`config.mk`:
```
export PLATFORM = sky130hd
export DESIGN_NAME = pmp_guard
export DESIGN_NICKNAME = d
export VERILOG_FILES = /design/src/logic/pmp_pkg.sv /design/src/logic/pmp_block_decode.sv /design/src/logic/pmp_guard.sv
export SDC_FILE = /design/constraint.sdc
export NUM_CORES = 1
export LEC_CHECK = 0
export BUFFER_PORTS_ARGS = -buffer_cell sky130_fd_sc_hd__buf_2
export CAP_MARGIN = 20
export CORE_MARGIN = 10
export CORE_UTILIZATION = 25
export DETAILED_ROUTE_END_ITERATION = 16
export GPL_ROUTABILITY_DRIVEN = 0
export MAX_ROUTING_LAYER = met4
export PLACE_DENSITY = 0.56
export SYNTH_ARGS = -nofsm -noshare
export SYNTH_HDL_FRONTEND = slang
export SYNTH_SLANG_ARGS = --single-unit
```
`constraint.sdc`:
```
create_clock -name REF_CLK -period 6.8 [get_ports REF_CLK]
set_input_delay 0.34 -clock REF_CLK [delete_from_list [all_inputs] [get_ports REF_CLK]]
set_output_delay 0.34 -clock REF_CLK [all_outputs]
set_load 0.02 [all_outputs]
```
`src/logic/pmp_pkg.sv`:
```
// Package: address map, field layouts and carriers for program memory protection
package pmp_pkg;
    localparam int ADDR_W = 21;
    localparam int DATA_W = 16;
    localparam int NUM_BLK = 5;
    // Block map: boot, blocks 0..3
    localparam logic [20:0] BOOT_START = 21'h000000;
    localparam logic [20:0] BOOT_END = 21'h0007FF;
    localparam logic [20:0] BLK0_START = 21'h000800;
    localparam logic [20:0] BLK0_END = 21'h003FFF;
    localparam logic [20:0] BLK1_START = 21'h004000;
    localparam logic [20:0] BLK2_START = 21'h008000;
    localparam logic [20:0] BLK3_START = 21'h00C000;
    localparam logic [20:0] PROG_TOP = 21'h00FFFF;
    // Special locations outside user memory
    localparam logic [20:0] CFG_BASE = 21'h300000;
    localparam logic [20:0] CFG_LAST = 21'h30000F;
    localparam logic [20:0] DEVID_ADDR = 21'h3FFFFE;
    // Protection word layout in the protection config word
    localparam int WRT_POS = 0;
    localparam int EBTR_POS = 5;
    localparam int CP_POS = 10;
    localparam logic [DATA_W-1:0] PROT_RESET = 16'h7FFF;
    localparam logic [20:0] PROT_ADDR = 21'h300008;
    localparam logic [2:0] BLK_NONE = 3'h7;

    typedef enum logic [1:0] {
        OP_NONE,
        OP_READ,
        OP_WRITE
    } pmp_op_type;

    typedef struct packed {
        pmp_op_type        op;
        logic [ADDR_W-1:0] table_pointer;
        logic [ADDR_W-1:0] pc;
        logic [DATA_W-1:0] wdata;
        logic              external;
    } pmp_req_type;
endpackage

```
`src/logic/pmp_block_decode.sv`:
```
// Block index decode for one program memory address
`timescale 1ns/1ps
`default_nettype none
module pmp_block_decode
    import pmp_pkg::*;
(
    input  wire logic [ADDR_W-1:0] addr,
    output logic [2:0]             blk
);
    // Boot is index 4 so blocks 0..3 keep their natural numbers
    always_comb begin
        if (addr <= BOOT_END) begin
            blk = 3'h4;
        end else if (addr <= BLK0_END) begin
            blk = 3'h0;
        end else if (addr < BLK2_START) begin
            blk = 3'h1;
        end else if (addr < BLK3_START) begin
            blk = 3'h2;
        end else if (addr <= PROG_TOP) begin
            blk = 3'h3;
        end else begin
            blk = BLK_NONE;
        end
    end
endmodule
`default_nettype wire

```
`src/logic/pmp_guard.sv`:
```
// Program flash access guard: table reads, table writes, erase, config
`timescale 1ns/1ps
`default_nettype none
// Contract
// Table ops reach all user memory
// Table read at ID returns identification word
// Config words readable and writable by table ops
// Code-protect ignored for internal accesses
// External access to code-protected block refused
// Write-protect zero blocks every table write; external writes here are checked against code protect only
// Same-block table read returns true data
// Other-block table read returns zeros
// Protection bits go only from one to zero
// Only erase returns protection bits to one
// Erase started only by external programmer
// Boot 000000-0007FF, block 0 000800-003FFF
// Blocks 1..3 at 004000, 008000, 00C000
// Read protection compares PC block, pointer block
// Suppressed write leaves memory untouched
module pmp_guard
    import pmp_pkg::*;
#(
    parameter logic [DATA_W-1:0] DEVICE_ID = 16'h1234  // Arbitrary identification value
)(
    input  wire logic              REF_CLK,
    input  wire logic              RST_N,
    input  wire pmp_req_type       REQ,
    input  wire logic              ERASE_CHIP,
    input  wire logic              ERASE_BLOCK,
    input  wire logic [2:0]        ERASE_SEL,
    input  wire logic              ERASE_EXTERNAL,
    input  wire logic [DATA_W-1:0] FLASH_RDATA,
    output logic [DATA_W-1:0]      RDATA,
    output logic                   RVALID,
    output logic                   REFUSED,
    output logic                   FLASH_WE,
    output logic [ADDR_W-1:0]      FLASH_ADDR,
    output logic [DATA_W-1:0]      FLASH_WDATA,
    output logic                   FLASH_ERASE,
    output logic [2:0]             FLASH_ERASE_SEL,
    output logic [DATA_W-1:0]      PROT_WORD
);
    import pmp_pkg::*;

    // Fixed words (ID, protection word, refusals) answer one cycle after the op and
    // flash words two, so a fixed read right behind a flash read would collide
    // All module state in one packed struct
    typedef struct packed {
        logic [DATA_W-1:0] prot;
        logic [DATA_W-1:0] rdata;
        logic              rvalid;
        logic              refused;
        logic              we;
        logic [ADDR_W-1:0] waddr;
        logic [DATA_W-1:0] wdata;
        logic              erase;
        logic [2:0]        erase_sel;
        logic              rd_pend;
        logic              rd_zero;
    } pmp_state_type;

    pmp_state_type state;
    pmp_state_type next_state;
    logic [2:0]    ptr_blk;
    logic [2:0]    pc_blk;
    logic          in_user;
    logic          is_cfg;
    logic          is_id;
    logic          wrt_ok;
    logic          ebtr_ok;
    logic          cp_ok;

    // Block of the target and of the executing instruction
    pmp_block_decode u_ptr_dec (
        .addr (REQ.table_pointer),
        .blk  (ptr_blk)
    );
    pmp_block_decode u_pc_dec (
        .addr (REQ.pc),
        .blk  (pc_blk)
    );

    // Per-block protection lookup
    // Addresses outside user memory carry no protection bits
    always_comb begin
        in_user = (ptr_blk != BLK_NONE);
        is_cfg  = (REQ.table_pointer >= CFG_BASE) && (REQ.table_pointer <= CFG_LAST);
        is_id   = (REQ.table_pointer == DEVID_ADDR);
        wrt_ok  = 1'b1;
        ebtr_ok = 1'b1;
        cp_ok   = 1'b1;
        if (in_user) begin
            wrt_ok  = state.prot[WRT_POS + 32'(ptr_blk)];
            ebtr_ok = state.prot[EBTR_POS + 32'(ptr_blk)];
            cp_ok   = state.prot[CP_POS + 32'(ptr_blk)];
        end
    end

    // Request handling; erase owns the cycle it arrives in
    always_comb begin
        next_state         = state;
        next_state.we      = 1'b0;
        next_state.erase   = 1'b0;
        next_state.rvalid  = state.rd_pend;
        next_state.rdata   = state.rd_zero ? '0 : FLASH_RDATA;
        next_state.rd_pend = 1'b0;
        next_state.rd_zero = 1'b0;
        next_state.refused = 1'b0;
        if (ERASE_EXTERNAL && (ERASE_CHIP || ERASE_BLOCK)) begin
            // Any table op in this cycle is dropped
            next_state.erase = 1'b1;
            if (ERASE_CHIP) begin
                next_state.prot      = PROT_RESET;
                next_state.erase_sel = BLK_NONE;
            end else begin
                next_state.erase_sel = ERASE_SEL;
                if (ERASE_SEL <= 3'h4) begin
                    next_state.prot[WRT_POS + 32'(ERASE_SEL)]  = 1'b1;
                    next_state.prot[EBTR_POS + 32'(ERASE_SEL)] = 1'b1;
                    next_state.prot[CP_POS + 32'(ERASE_SEL)]   = 1'b1;
                end
            end
        end else if (REQ.op == OP_READ) begin
            if (is_id) begin
                next_state.rvalid = 1'b1;
                next_state.rdata  = DEVICE_ID;
            end else if (REQ.table_pointer == PROT_ADDR) begin
                next_state.rvalid = 1'b1;
                next_state.rdata  = state.prot;
            end else if (REQ.external && !cp_ok) begin
                next_state.refused = 1'b1;
                next_state.rvalid  = 1'b1;
                next_state.rdata   = '0;
            end else begin
                // Internal reads ignore code protect; EBTR checks PC block
                next_state.rd_pend = 1'b1;
                next_state.rd_zero = !REQ.external && !ebtr_ok
                                     && (pc_blk != ptr_blk);
            end
        end else if (REQ.op == OP_WRITE) begin
            // The protection word can only lose bits here
            if (REQ.table_pointer == PROT_ADDR) begin
                next_state.prot = state.prot & REQ.wdata;
            end else if (REQ.external ? !cp_ok : (in_user && !wrt_ok)) begin
                next_state.refused = 1'b1;
            end else begin
                next_state.we    = 1'b1;
                next_state.waddr = REQ.table_pointer;
                next_state.wdata = REQ.wdata;
            end
        end
    end

    // Protection bits are erased state after reset
    always_ff @(posedge REF_CLK or negedge RST_N) begin
        if (!RST_N) begin
            state <= '{prot: PROT_RESET, default: '0};
        end else begin
            state <= next_state;
        end
    end

    // Outputs straight from state
    always_comb begin
        RDATA           = state.rdata;
        RVALID          = state.rvalid;
        REFUSED         = state.refused;
        FLASH_WE        = state.we;
        FLASH_WDATA     = state.wdata;
        FLASH_ERASE     = state.erase;
        FLASH_ERASE_SEL = state.erase_sel;
        PROT_WORD       = state.prot;
        FLASH_ADDR      = state.waddr;  // Write address only; reads use the pointer
    end
endmodule
`default_nettype wire

```
# ---- Yosys cells after proc, flatten, opt, wreduce, memory -nomap -nowiden
# Cells that the tools add are included.
dict set report word_totals {
  register_bits 78
  elab_cells 121
  output_inout_bits 76
  inputBits 85
}
dict set report op_classes {
  addsub 4
  bitwise 8
  n_mux 53
  n_lt_le_gt_ge 20
  n_reduce_logical 17
  n_eq_ne 8
}
# op n
set op_table {}
lappend op_table {{2-to-1 mux 16 bit} 7}
lappend op_table {{< comparator 21 x 16 -> 1 bit (second input constant)} 4}
lappend op_table {{2-to-1 mux 39 bit} 2}
lappend op_table {{2-to-1 mux 38 bit} 2}
lappend op_table {{2-to-1 mux 56 bit} 1}
lappend op_table {{2-to-1 mux 17 bit} 3}
lappend op_table {{equality test 21 bit (second input constant)} 2}
lappend op_table {{<= comparator 21 x 11 -> 1 bit (second input constant)} 2}
lappend op_table {{<= comparator 21 x 14 -> 1 bit (second input constant)} 2}
lappend op_table {{<= comparator 21 x 16 -> 1 bit (second input constant)} 2}
lappend op_table {{2-to-1 mux 3 bit} 11}
lappend op_table {{OR 16 bit} 2}
lappend op_table {{2-to-1 mux 18 bit} 1}
lappend op_table {{AND 16 bit} 1}
lappend op_table {{OR 16 x 8 -> 16 bit} 1}
lappend op_table {{2-to-1 mux 1 bit} 14}
lappend op_table {{adder 4 x 3 -> 5 bit (first input constant)} 2}
lappend op_table {{< comparator 3 x 5 -> 1 bit (second input constant)} 2}
lappend op_table {{< comparator 4 x 5 -> 1 bit (second input constant)} 2}
lappend op_table {{< comparator 5 bit (second input constant)} 2}
lappend op_table {{2-to-1 mux 2 bit} 5}
lappend op_table {{adder 3 x 3 -> 4 bit (first input constant)} 2}
lappend op_table {{binary-select mux 1 bit (select 4 bit)} 2}
lappend op_table {{demux 1 bit (select 4 bit)} 2}
lappend op_table {{other kinds (20)} 34}

# ---- Logic depth before layout (Yosys ltp)
dict set report depth {
  ltp_word 18
  mapped_depth 14
  depth_no_buf 11
}

# ---- Hierarchy
# A second synthesis with hierarchy kept.
dict set report unflattened {
  cells_unflattened 393
  hier_area_um2 4546.9
}
# mod area_each_um2 seq_area_each_um2 cells_per_inst instances
set by_module_without_submodules {}
lappend by_module_without_submodules {pmp_guard 4466.8 1970.6 381 1}
lappend by_module_without_submodules {pmp_block_decode 40.0 0.0 6 2}

# ---- Worst setup path after synthesis
# No wires, ideal clock.
dict set report synth_path {
  kind {in2reg}
  startpoint {input REQ[55] (netlist name)}
  endpoint {register state (netlist bit FLASH_ADDR[10])}
  t_arrival_ps 3723
  cell_stages 13
  n_path_buf 3
  required_time_ps 6675
  slack_ps 2952
  setup_time_ps 125
  path_cell_list {or4_1 buf_2 nor3_1 inv_1 ha_1 ha_1 or3b_2 o41ai_1 or2_2 a2111o_1 buf_6 buf_6 mux2_4}
}
dict set report synth_between {
  elab_chain_cells 14
  word_cells_on_any_way 26
  cone_classes {add/sub: 1; order compare: 5; eq/ne: 2; mux: 12; bitwise: 2; reduce/logical: 4}
}
# element line_no
set synth_rtl {}
lappend synth_rtl {{start: declaration} pmp_guard.sv:27} ;# input wire pmp_req_type REQ,
lappend synth_rtl {{<= comparator 21 x 16 -> 1 bit} pmp_block_decode.sv:20} ;# end else if (addr <= PROG_TOP) begin
lappend synth_rtl {{2-to-1 mux 3 bit} pmp_block_decode.sv:20}
lappend synth_rtl {{2-to-1 mux 3 bit} pmp_block_decode.sv:18} ;# end else if (addr < BLK3_START) begin
lappend synth_rtl {{2-to-1 mux 3 bit} pmp_block_decode.sv:16} ;# end else if (addr < BLK2_START) begin
lappend synth_rtl {{2-to-1 mux 3 bit} pmp_block_decode.sv:14} ;# end else if (addr <= BLK0_END) begin
lappend synth_rtl {{2-to-1 mux 3 bit} pmp_block_decode.sv:12} ;# if (addr <= BOOT_END) begin
lappend synth_rtl {{adder 4 x 3 -> 5 bit or binary-select mux 1 bit (select 3 bit) (tied branches)} {pmp_guard.sv:95, pmp_guard.sv:93}}
lappend synth_rtl {{binary-select mux 1 bit (select 4 bit) or 2-to-1 mux 1 bit (tied branches)} {pmp_guard.sv:95, pmp_guard.sv:93}}
lappend synth_rtl {{2-to-1 mux 1 bit, on equally long branches} {pmp_guard.sv:95, pmp_guard.sv:92}}
lappend synth_rtl {{2-to-1 mux 1 bit or logical NOT 1 bit (tied branches)} {pmp_guard.sv:92, pmp_guard.sv:144}}
lappend synth_rtl {{logical NOT 1 bit or logical AND 1 bit (tied branches)} pmp_guard.sv:144} ;# end else if (REQ.external ? !cp_ok : (in_user && !wrt_ok)) begin
lappend synth_rtl {{2-to-1 mux 1 bit} pmp_guard.sv:144}
lappend synth_rtl {{inverter 1 bit (no line)} --}
lappend synth_rtl {{AND reduction 5 bit (no line) (*)} --}
lappend synth_rtl {{end signal: assignment} pmp_guard.sv:159} ;# state <= next_state;
lappend synth_rtl {{end: declaration} pmp_guard.sv:62} ;# pmp_state_type state;
# Mark *: on every way between the ends. The rest lies on a longest branch, timed or not. The select of a mux whose other input is x is not followed.
# A chain may end at the register's enable or synchronous reset.

# ---- Worst setup path in the final report
dict set report layout_path {
  startpoint {input REQ[55] (netlist name)}
  endpoint {register state (netlist bit FLASH_WDATA[8])}
}
# Same word-level chain as after synthesis.

==> results list <==
- Multi-input logic area: 2050 sq um
- In this run the horizontal extent of the chip is 157 um.
* Synthesized instance count: 438
- Yosys mapped a number of flops with a built-in enable equal to 0.
- Count of max-cap constraint violations: 0
- Root Buffer Master: sky130_fd_sc_hd__clkbuf_16
* Final Hold Vio Count: 0
- Hold Crit Class: primary input to register
- VDD sags by at most 118 uV.
- TritonCTS clock tree: done
- From bottom edge to top edge, the die measures 157 um.
- Measured against its own limit, the worst slew margin works out to 31.5%.
- Vias in the first global route: 3749
- The first global-routing pass estimated 22900 um of wire.
- Final worst hold slack: 0.227 ns
* Slew @ Worst Pin: 1.02 ns
* Overall routing resource usage: 12.4%
- Commonest cells after routing, fill and taps aside: sky130_fd_sc_hd__buf_2 (148), sky130_fd_sc_hd__dfrtp_1 (63), sky130_fd_sc_hd__nand2_1 (25)
- Clock Pin Slew Worst Setup and Hold Paths: 0.06 ns
- Sequential-to-total area share from yosys stat: 41.9%
* CTS H-tree depth: 3
- After synthesis, the share of flip-flops with an asynchronous set or reset is 100%.
- The number of max-slew violations in the final report is 0.
- After clock tree synthesis, the flow added hold-fix buffers numbering 0.
* Final cycle utilization of the critical path: 62.3%
- Source of the critical timing path: REQ[55]
* Pin count of the biggest net entering global routing: 79
- Area of the mapped netlist: 4710 sq um
- The worst setup path is of the primary input to register kind.
* Placement Rows: 50
* Total Die Area: 24700 sq um
- Later-pin clock latency in the skew report: 0.35 ns
* CTS sink cnt: 78
* Maximum clock rate: 0.236 GHz
* Area growth from synthesis to layout: 16.6%
* Unrepaired setup endpoints after global routing: no
* Number of distinct library cell variants in the gate-level netlist after synthesis: 55
* Global route total overflow: 0
- During I/O placement, the number of pins put on the boundary was 161.
* Fraction of layout cells with a size suffix above 1: 47.5%
- CTS Buf Count: 9
- Commonest non-fill, non-tap cell in the layout: sky130_fd_sc_hd__buf_2
- STA puts the critical path data required time at 7.02 ns.
* Post-cts sizing count: 0
- Counting I/O delays and the setup requirement, the final critical path takes 4.23 ns.
- The worst register-to-register path ends at FLASH_ADDR[3].
* Area of all sequential standard cells: 1970 sq um
- First-pass DRT Iterations: 5
- In the final design database the tool counted 602 nets.
- Drt via density: 4.92
- For this block, the initial DRC count from the detailed router was 320.
* Antenna violations before repair: 0
- The repair_antennas step left the layout with diodes totalling 0.
- Total Power Consumption: 1.38 mW
- Detailed-route via count: 3678
- For the worst flop-to-flop path, the logic depth is 7.
* Most instantiated flip-flop cell in the synthesis netlist: sky130_fd_sc_hd__dfrtp_1
- The setup check on the worst reg-to-reg path leaves a slack of 4.05 ns.
- The worst register-to-register path begins at PROT_WORD[7].
* Count of unresolved DRC violations after routing: 0
* Final total negative setup slack: 0 ns
* Yosys top cell by area: sky130_fd_sc_hd__dfrtp_1
- CTS max path bufs: 2
- In this run the tool buffered the top-level ports with 149 buffer cells.
* Core Footprint: 18600 sq um
- Area share of the leading cell type in the synthesized netlist: 33.5%
- The layout has 1934 filler cells.
- Total power divided by cell area: 251 nW/um^2
- The clock arrives with 0.0107 ns of skew.
- The most critical setup path has its endpoint at FLASH_WDATA[8].
- Final setup violation count: 0
- Post-CTS setup buffer count: 0
- Ranked by total cell area, the synthesized netlist is headed by sky130_fd_sc_hd__dfrtp_1 (34%), sky130_fd_sc_hd__buf_4 (11%), sky130_fd_sc_hd__dfstp_2 (8.4%).
- Post-route antenna net violation count: 0
- The final layout contains routed wiring with a total length of 15200 um.
* Total of flip-flops plus latches after synthesis: 78
- For this run, the number of Yosys warnings is 0.
- At the worst endpoint, the arrival time is 4.46 ns.
- Synth Area per Inst: 10.7 sq um
- After detailed routing, the average wire length per cell comes to 20.3 um.
- Synthesis produced a netlist with a net count of 531.
- Detailed placement HPWL: 11400 um
* Startpoint class of the critical path: primary input
- Leakage Power: 2.47 nW
* Kind of end point of the critical path: register
- The run finished with clean final reports.
- Crit-path max FO: 30
- Starting utilization of the core area: 25.3%
worst min path at each step:
| stage | from | depth (start not counted) | endpoint |
|---|---|---|---|
| after global placement | state[1] | 1 | RVALID |
| after global routing | REQ[8] | 2 | PROT_WORD[7] |
| after CTS | RST_N | 1 | FLASH_ADDR[8] |
| final | REQ[8] | 2 | PROT_WORD[7] |
| after floorplan | RST_N | 0 | FLASH_ADDR[0] |
| after detailed placement | state[1] | 1 | RVALID |
state kept, by name, indices dropped and copies added, names as in the netlist:
signal	flops
RVALID	1
FLASH_ADDR	21
FLASH_WE	1
RDATA	16
FLASH_WDATA	16
PROT_WORD	16
REFUSED	1
FLASH_ERASE_SEL	3
state	2
FLASH_ERASE	1
logic make-up after synthesis:
group,after synthesis,synth area share (%)
xor gates and xnor gates,2,0.372
AOI/OAI and AO/OA,102,16.1
DFF,78,41.9
buffers and inverters,105,14.7
adders and majority gates,8,2.13
muxes,51,14.5
and+or+nand+nor,92,10.3
cell type report:
class	count	area share (%)
multi-input combinational	255	37.3
sequential	78	35.9
timing repair buffer	154	15.0
tap	234	5.34
clock buffer	13	4.95
clock inverter	3	0.776
inverter	11	0.753
cell usage after synthesis, types with 4 or more instances:
cell type	instances
sky130_fd_sc_hd__nor4_1	12
sky130_fd_sc_hd__mux4_2	4
sky130_fd_sc_hd__a31o_2	11
sky130_fd_sc_hd__buf_4	72
sky130_fd_sc_hd__a211oi_1	4
sky130_fd_sc_hd__mux2_4	19
sky130_fd_sc_hd__mux2_2	20
sky130_fd_sc_hd__nor3_1	7
sky130_fd_sc_hd__nand4_1	5
sky130_fd_sc_hd__or4_1	5
sky130_fd_sc_hd__clkbuf_1	15
sky130_fd_sc_hd__a21oi_1	19
sky130_fd_sc_hd__o21ai_0	16
sky130_fd_sc_hd__dfrtp_1	63
sky130_fd_sc_hd__mux2i_1	8
sky130_fd_sc_hd__nand2_1	25
sky130_fd_sc_hd__ha_1	8
sky130_fd_sc_hd__nor2_1	16
sky130_fd_sc_hd__dfstp_2	15
sky130_fd_sc_hd__inv_1	11
sky130_fd_sc_hd__o22a_1	12
sky130_fd_sc_hd__a21boi_0	6
sky130_fd_sc_hd__a32o_1	11
per-stage QoR:
stage	cell area (sq um)	util [%]	instances	worst slack, ns
3_5_place_dp	5110	27.5	729	1.83
4_1_cts	5430	29.2	745	2.20
3_3_place_gp	5110	27.5	729	2.04
5_1_grt	5490	29.5	748	2.17
6_report	5490	29.5	748	2.57
2_1_floorplan	4710	-	438	2.95
critical path, cell delays in order:
cell	delay [ns]
sky130_fd_sc_hd__buf_2	0.12
sky130_fd_sc_hd__or4_1	0.71
sky130_fd_sc_hd__nor3_1	0.75
sky130_fd_sc_hd__inv_1	0.11
sky130_fd_sc_hd__ha_1	0.24
sky130_fd_sc_hd__ha_1	0.21
sky130_fd_sc_hd__or3b_2	0.45
sky130_fd_sc_hd__o41ai_1	0.34
sky130_fd_sc_hd__or2_2	0.21
sky130_fd_sc_hd__a2111o_2	0.30
sky130_fd_sc_hd__buf_12	0.26
sky130_fd_sc_hd__mux2_2	0.37
layer usage:
metal | global-route usage (%) | vias up | wire length, um | part of all wire [%]
li1 | - | 1686 | - | -
met1 | 15.1 | 1827 | 6370 | 42
met2 | 20.0 | 148 | 7480 | 49
met3 | 2.92 | 17 | 1130 | 7.4
met4 | 4.14 | 0 | 204 | 1.3
met5 | - | - | 0 | 0
power by group:
| group | internal (mW) | total (mW) | switching (mW) |
|---|---|---|---|
| combinational | 0.133 | 0.312 | 0.178 |
| clock | 0.317 | 0.518 | 0.202 |
| sequential | 0.522 | 0.550 | 0.0273 |
No activity file was read; power rests on OpenSTA's default activity.
